File: src/hdl/crc_pkg.sv
/*
 * crc_pkg: constants, register map and carrier types for the
 * conversion-rate / one-shot / identification register block.
 * Assumes a register-level front end (serial slave) that delivers
 * single-cycle read and write requests on the device clock.
 */
package crc_pkg;

    // ------------------------------------------------------------
    // register map
    // ------------------------------------------------------------
    localparam logic [7:0] CRC_ADDR_RATE     = 8'h04;
    localparam logic [7:0] CRC_ADDR_ONESHOT  = 8'h0F;
    localparam logic [7:0] CRC_ADDR_MAKER_ID = 8'hFE;
    localparam logic [7:0] CRC_ADDR_DIE_REV  = 8'hFF;

    localparam logic [7:0] CRC_RATE_RESET    = 8'h08;
    localparam logic [7:0] CRC_RATE_MAX_CODE = 8'h09;
    localparam logic [7:0] CRC_READ_ZERO     = 8'h00;

    // identification values: arbitrary neutral codes
    localparam logic [7:0] CRC_MAKER_ID_VAL  = 8'h5A;
    localparam logic [7:0] CRC_DIE_REV_VAL   = 8'hA5;

    // ------------------------------------------------------------
    // timing
    // ------------------------------------------------------------
    localparam int unsigned CRC_CLK_HZ          = 100_000_000;
    localparam int unsigned CRC_SLOW_PERIOD_S   = 16;  // 0.0625 Hz
    localparam int unsigned CRC_SLOW_PERIOD_CYC = CRC_SLOW_PERIOD_S * CRC_CLK_HZ;

    // ------------------------------------------------------------
    // pwm
    // ------------------------------------------------------------
    localparam logic [4:0] CRC_PWM_FREQ_ZERO = 5'h00;
    localparam logic [4:0] CRC_PWM_FREQ_MIN  = 5'h01;
    localparam logic [5:0] CRC_PWM_CNT_ZERO  = 6'h00;
    localparam logic [5:0] CRC_PWM_CNT_ONE   = 6'h01;

    // ------------------------------------------------------------
    // types
    // ------------------------------------------------------------
    typedef struct packed {
        logic       wr;
        logic       rd;
        logic [7:0] addr;
        logic [7:0] wdata;
    } crc_reg_req_t;

    typedef struct packed {
        logic [4:0] freq;
        logic [5:0] duty;
    } crc_pwm_cfg_t;

    typedef enum logic [0:0] {
        CRC_CONV_IDLE = 1'b0,
        CRC_CONV_BUSY = 1'b1
    } crc_conv_state_t;

endpackage

File: src/hdl/crc_ctrl.sv
/*
 * crc_ctrl: conversion scheduling, one-shot trigger, read-only ID
 * registers and fan pwm period/duty generator.
 * Assumes the serial front end presents one-cycle read/write requests
 * synchronous to i_clock and the measurement datapath pulses
 * i_conv_done when a started conversion cycle completes.
 */
`timescale 1ns/100ps

module crc_ctrl
    import crc_pkg::*;
#(
    parameter int unsigned SLOW_PERIOD_CYCLES = CRC_SLOW_PERIOD_CYC
) (
    // clock and reset
    input  wire logic         i_clock,
    input  wire logic         i_resetn,
    // register request and read data
    input  wire crc_reg_req_t i_reg_req,
    output logic [7:0]        o_reg_rdata,
    output logic              o_reg_rvalid,
    // mode and measurement datapath
    input  wire logic         i_standby,
    input  wire logic         i_conv_done,
    output logic              o_conv_start,
    output logic              o_conv_busy,
    output logic [7:0]        o_rate_code,
    // fan pwm
    input  wire crc_pwm_cfg_t i_pwm_cfg,
    input  wire logic         i_pwm_tick,
    output logic              o_pwm_level
);

    // ------------------------------------------------------------
    // helpers
    // ------------------------------------------------------------
    function automatic logic [31:0] conv_period(input logic [7:0] code);
        logic [7:0] eff;
        eff = (code > CRC_RATE_MAX_CODE) ? CRC_RATE_MAX_CODE : code;
        conv_period = 32'(SLOW_PERIOD_CYCLES) >> eff;
    endfunction

    function automatic logic [5:0] pwm_full(input logic [4:0] freq);
        logic [4:0] f;
        f = (freq == CRC_PWM_FREQ_ZERO) ? CRC_PWM_FREQ_MIN : freq;
        pwm_full = {f, 1'b0};
    endfunction

    function automatic logic addr_hit(input crc_reg_req_t req, input logic [7:0] addr);
        addr_hit = (req.addr == addr);
    endfunction

    // ------------------------------------------------------------
    // registers and read path
    // ------------------------------------------------------------
    logic [7:0] rate_r;
    logic [7:0] rate_nxt;
    logic [7:0] rdata_r;
    logic [7:0] rdata_nxt;
    logic       rvalid_r;
    logic       rvalid_nxt;
    logic       oneshot_wr;

    always_comb begin
        rate_nxt   = rate_r;
        rdata_nxt  = rdata_r;
        rvalid_nxt = i_reg_req.rd;
        oneshot_wr = 1'b0;
        if (i_reg_req.wr) begin
            if (addr_hit(i_reg_req, CRC_ADDR_RATE)) begin
                rate_nxt = i_reg_req.wdata;
            end else if (i_reg_req.addr == CRC_ADDR_ONESHOT) begin
                oneshot_wr = 1'b1;
            end
        end
        if (i_reg_req.rd) begin
            if (addr_hit(i_reg_req, CRC_ADDR_RATE)) begin
                rdata_nxt = rate_r;
            end else if (i_reg_req.addr == CRC_ADDR_MAKER_ID) begin
                rdata_nxt = CRC_MAKER_ID_VAL;
            end else if (i_reg_req.addr == CRC_ADDR_DIE_REV) begin
                rdata_nxt = CRC_DIE_REV_VAL;
            end else begin
                rdata_nxt = CRC_READ_ZERO;
            end
        end
    end

    always_ff @(posedge i_clock or negedge i_resetn) begin
        if (!i_resetn) begin
            rate_r   <= CRC_RATE_RESET;
            rdata_r  <= CRC_READ_ZERO;
            rvalid_r <= 1'b0;
        end else begin
            rate_r   <= rate_nxt;
            rdata_r  <= rdata_nxt;
            rvalid_r <= rvalid_nxt;
        end
    end

    // ------------------------------------------------------------
    // conversion scheduler
    // ------------------------------------------------------------
    crc_conv_state_t state_r;
    crc_conv_state_t state_nxt;
    logic [31:0]     timer_r;
    logic [31:0]     timer_nxt;
    logic            due_r;
    logic            due_nxt;
    logic            shot_r;
    logic            shot_nxt;
    logic            start_r;
    logic            start_nxt;
    logic [31:0]     period;

    assign period = conv_period(rate_r);

    always_comb begin
        state_nxt = state_r;
        timer_nxt = timer_r + 32'h0000_0001;
        due_nxt   = due_r;
        shot_nxt  = shot_r;
        start_nxt = 1'b0;
        // start decision consumes pending events
        case (state_r)
            CRC_CONV_IDLE: begin
                if (due_r || shot_r) begin
                    start_nxt = 1'b1;
                    due_nxt   = 1'b0;
                    shot_nxt  = 1'b0;
                    state_nxt = CRC_CONV_BUSY;
                end
            end
            CRC_CONV_BUSY: begin
                if (i_conv_done) begin
                    state_nxt = CRC_CONV_IDLE;
                end
            end
            default: begin
                state_nxt = CRC_CONV_IDLE;
            end
        endcase
        // new events win over a clear in the same cycle
        if (i_standby) begin
            timer_nxt = 32'h0000_0000;
            due_nxt   = 1'b0;
            if (oneshot_wr) begin
                shot_nxt = 1'b1;
            end
        end else begin
            shot_nxt = 1'b0;
            if (timer_r >= period - 32'h0000_0001) begin
                timer_nxt = 32'h0000_0000;
                due_nxt   = 1'b1;
            end
        end
    end

    always_ff @(posedge i_clock or negedge i_resetn) begin
        if (!i_resetn) begin
            state_r <= CRC_CONV_IDLE;
            timer_r <= 32'h0000_0000;
            due_r   <= 1'b0;
            shot_r  <= 1'b0;
            start_r <= 1'b0;
        end else begin
            state_r <= state_nxt;
            timer_r <= timer_nxt;
            due_r   <= due_nxt;
            shot_r  <= shot_nxt;
            start_r <= start_nxt;
        end
    end

    // ------------------------------------------------------------
    // fan pwm
    // ------------------------------------------------------------
    logic [5:0] pwm_cnt_r;
    logic [5:0] pwm_cnt_nxt;
    logic       pwm_lvl_r;
    logic       pwm_lvl_nxt;

    always_comb begin
        pwm_cnt_nxt = pwm_cnt_r;
        if (i_pwm_tick) begin
            if (pwm_cnt_r >= pwm_full(i_pwm_cfg.freq) - CRC_PWM_CNT_ONE) begin
                pwm_cnt_nxt = CRC_PWM_CNT_ZERO;
            end else begin
                pwm_cnt_nxt = pwm_cnt_r + CRC_PWM_CNT_ONE;
            end
        end
        pwm_lvl_nxt = (pwm_cnt_nxt < i_pwm_cfg.duty);
    end

    always_ff @(posedge i_clock or negedge i_resetn) begin
        if (!i_resetn) begin
            pwm_cnt_r <= CRC_PWM_CNT_ZERO;
            pwm_lvl_r <= 1'b0;
        end else begin
            pwm_cnt_r <= pwm_cnt_nxt;
            pwm_lvl_r <= pwm_lvl_nxt;
        end
    end

    // ------------------------------------------------------------
    // outputs
    // ------------------------------------------------------------
    assign o_reg_rdata  = rdata_r;
    assign o_reg_rvalid = rvalid_r;
    assign o_conv_start = start_r;
    assign o_conv_busy  = (state_r == CRC_CONV_BUSY);
    assign o_rate_code  = rate_r;
    assign o_pwm_level  = pwm_lvl_r;

endmodule

File: config.mk
export PLATFORM = sky130hd
export DESIGN_NAME = crc_ctrl
export DESIGN_NICKNAME = d
export VERILOG_FILES = /design/src/hdl/crc_pkg.sv /design/src/hdl/crc_ctrl.sv
export SDC_FILE = /design/constraint.sdc
export NUM_CORES = 1
export LEC_CHECK = 0
export BUFFER_PORTS_ARGS = -buffer_cell sky130_fd_sc_hd__buf_4
export CORE_MARGIN = 5
export CORE_UTILIZATION = 24
export DETAILED_ROUTE_END_ITERATION = 6
export SYNTH_ARGS = -nofsm -noshare
export SYNTH_HDL_FRONTEND = slang
export SYNTH_SLANG_ARGS = --single-unit
File: constraint.sdc
create_clock -name i_clock -period 4.97 [get_ports i_clock]
set_clock_uncertainty 0.05 [all_clocks]
set_input_delay 0.2485 -clock i_clock [delete_from_list [all_inputs] [get_ports i_clock]]
set_output_delay 0.2485 -clock i_clock [all_outputs]
set_load 0.02 [all_outputs]
==> key figures <==
Outcome
  – Status: complete, no violations

Die
  – Die Ht: 141.9 um
  – Starting density of the core: 0.2431
  – Die outline width: 141.9 um
  – Top-Level Pins: 54
  – Row count: 48
  – Core area: 17180 um2
  – Die Area: 20130 um2

Placed design
  – IO Port Bufs: 53
  – Cell Count Post-Placement: 731
  – DP HPWL: roughly 7500 um
  – GPL Wtd Cong: 0.8073

Setup path
  – Critical Path Fanout Max: 33
  – CP Buf/Inv Count: 1
  – Critical path cell sequence: o21ai_0 > nand3b_1 > a21oi_1 > o21ai_0 > ha_1 > nand4_1 > or4_1 > a21oi_1 > o31a_1 > buf_4 > nor3_1
  – WP data required: 5.11 ns
  – CP delay by family, top: simple AND/OR/NAND/NOR gates
  – CP max-delay cell: dfrtp_1
  – Critical path arrival: 3.91 ns
  – Worst setup EP type: flip-flop
  – CP peak stage delay: between 0.6 and 0.7 ns
  – Startpoint Class: flip-flop
  – Crit path kind: reg -> reg

Yosys
  – FF+latch count, synth: 60
  – Post-synth EDFFs: 0
  – Cell count after synthesis: 466
  – Sequential fraction of the synthesis area: 0.3599
  – Ys flop type: dfrtp_1
  – Most area-hungry cell type in the Yosys netlist: dfrtp_1
  – Fraction of registers with async set/reset: 1.000
  – Syn avg cell area: 8.960 um2
  – Synth unique cells: 53
  – Synth top area share: 0.3536
  – Netlist Area Pre-Place: 4175 um2
  – Yosys Warn Count: 0
  – Ranking of synthesized cells by area: dfrtp_1 35%, ha_1 14%, xnor2_1 5.7%

GRT
  – Met1 Use GR: 0.1356
  – First-pass GRT wire length: roughly 17000 um
  – Global route hottest layer: met2
  – Initial antenna violation count: 0
  – Overflow after GRT: 0
  – GR Util met2: 0.1692
  – GR Util All Layers: 0.1047
  – M3 GR Usage: 0.02730
  – Largest net degree at the start of global routing: 61
  – Number of global-route vias before repair: around 3600

Detailed routing
  – Antenna viol nets, final: 0
  – DRC Markers: 0
  – First drt pass iteration count: 4
  – Vias: 3544
  – 1st-iter DRT viols: 175
  – Vias per Instance: 4.738
  – WL per Instance: 13.55 um
  – Post-Route WL: between 10000 and 15000 um

Run
  – # Max-Cap Violations: 0

Timing
  – Final Setup Violations: 0
  – RSZ-0062 raised after global routing: false
  – Final hold vios: 0
  – Max-slew headroom: 0.4865
  – Period utilization: 0.7578
  – Tightest Pin Transition: between 0.7 and 0.8 ns
  – Peak Freq: 265.5 MHz
  – Final TNS setup: 0 ns
  – Tmin final: 3.766 ns
  – Slew Limit Fails: 0

Clocking
  – TritonCTS clock tree: yes
  – Worst skew pair latency: between 0.3 and 0.4 ns
  – Clock slew at reported path FFs: 0.05 ns
  – Clk root buf: clkbuf_16
  – H-tree depth: 3
  – Clock net sink count: 60
  – CTS buffer count: 9
  – Largest buffer count on any clock path: 2

Power and ir drop
  – PD cells: approximately 290 nW/um2
  – Max VDD drop: 0.0001514 V
  – LEAKAGE: 2.361 nW

Cells and area
  – Post-Layout Cell Count: between 700 and 800
  – Diodes inserted: 0
  – Area growth, synth to finish: 22.45%
  – Final #Nets: between 500 and 600
  – Share of layout cells above drive strength 1: 0.1721

Worst hold path
  – Hold Crit Class: in -> reg
cells by family (layout without fill, tap and decap cells):
logic type | after synthesis | in the layout | synth area share
xor gates and xnor gates | 35 | 35 | 0.07342
muxes | 10 | 10 | 0.02667
DFF | 60 | 60 | 0.3599
buffers and inverters | 38 | 92 | 0.03416
other | 1 | 4 | 0.0008981
AOI/OAI and AO/OA | 85 | 85 | 0.1274
adders and majority gates | 46 | 46 | 0.1378
and+or+nand+nor | 191 | 191 | 0.2397
report_power, final:
| group | switching [mW] | internal, mW |
|---|---|---|
| combinational | 0.189 | 0.151 |
| sequential | 0.0424 | 0.523 |
| clock | 0.219 | 0.362 |
per-stage QoR:
step           total power [mW]  utilization  area, um2  setup slack (ns)  hold slack, ns
2_1_floorplan            0.7953            -       4187             1.249        -0.09709
3_3_place_gp             0.9132       0.2807       4821             1.265          0.3321
3_5_place_dp             0.9139       0.2807       4821             1.217          0.3346
4_1_cts                   1.505       0.2976       5112             1.198         0.02266
5_1_grt                   1.583       0.2976       5112            0.8509         0.03488
6_report                  1.487       0.2976       5112             1.204         0.04050
state kept, by name (all words and copies together) (netlist names):
signal and cells:
o_conv_busy 1, o_rate_code 8, o_conv_start 1, pwm_cnt_r 6, o_reg_rdata 8, timer_r 32
o_reg_rvalid 1, due_r 1, o_pwm_level 1, shot_r 1
synth_stat cells (all sizes together) (10+ instances only):
cell type	count
nor3	43
nor4	10
ha	46
nor2	29
nand3	13
inv	18
dfrtp	59
nand2	45
xnor2	27
clkbuf	18
o21ai	20
nand4	15
a21oi	29
a21o	10
layout by cell type (no fill, tap or decap), drive strengths merged, types with 3 or more instances in the layout:
master,n
and4,5
or4,5
nor3,43
nor4,10
nand4,15
a211oi,5
xnor2,27
conb,4
clkbuf,12
and2,3
inv,18
nor2,29
xor2,8
mux2,9
nand2,45
ha,46
nand3,13
o2bb2ai,3
a21o,10
and3,8
a21oi,29
or3,4
o21a,3
o21ai,20
buf,57
nand2b,4
dfrtp,59
path summary, 6_finish.rpt:
path | from | endpoint | slack, ns | depth (start not counted)
hold / removal | i_conv_done | o_conv_busy | 0.04 | 2
max in group asynchronous | i_resetn | timer_r[20] | 3.83 | 2
setup reg to reg | o_rate_code[2] | timer_r[24] | 1.20 | 11
setup / recovery | o_rate_code[2] | timer_r[24] | 1.20 | 11
min in group asynchronous | i_resetn | timer_r[4] | 0.54 | 2
hold reg to reg | o_reg_rdata[2] | o_reg_rdata[2] | 0.48 | 2
metal layers:
metal | vias up | routed length, um | share of wire
met2 | 68 | 4676 | 0.46
met3 | 8 | 496 | 0.049
met1 | 1672 | 4904 | 0.48
li1 | 1796 | - | -
met5 | - | 0 | 0
met4 | 0 | 59 | 0.0058
repair_timing:
| item | CTS | global route |
|---|---|---|
| hold buffers | 1 | 0 |
| resized for setup | 0 | 0 |
| buffers inserted | 0 | 0 |
| endpoints found under the hold margin | 59 | 0 |
final cells by class:
| cell class | instances | area, um2 |
|---|---|---|
| Clock buffer | 12 | 256.5 |
| Inverter | 18 | 67.56 |
| Multi-Input combinational cell | 371 | 2541 |
| Fill cell | 1844 | 12060 |
| Sequential cell | 60 | 1503 |
| Clock inverter | 4 | 25.02 |
| Timing Repair Buffer | 58 | 437.9 |
| Tap cell | 225 | 281.5 |
Note: power is estimated with default switching activity, not from simulation.
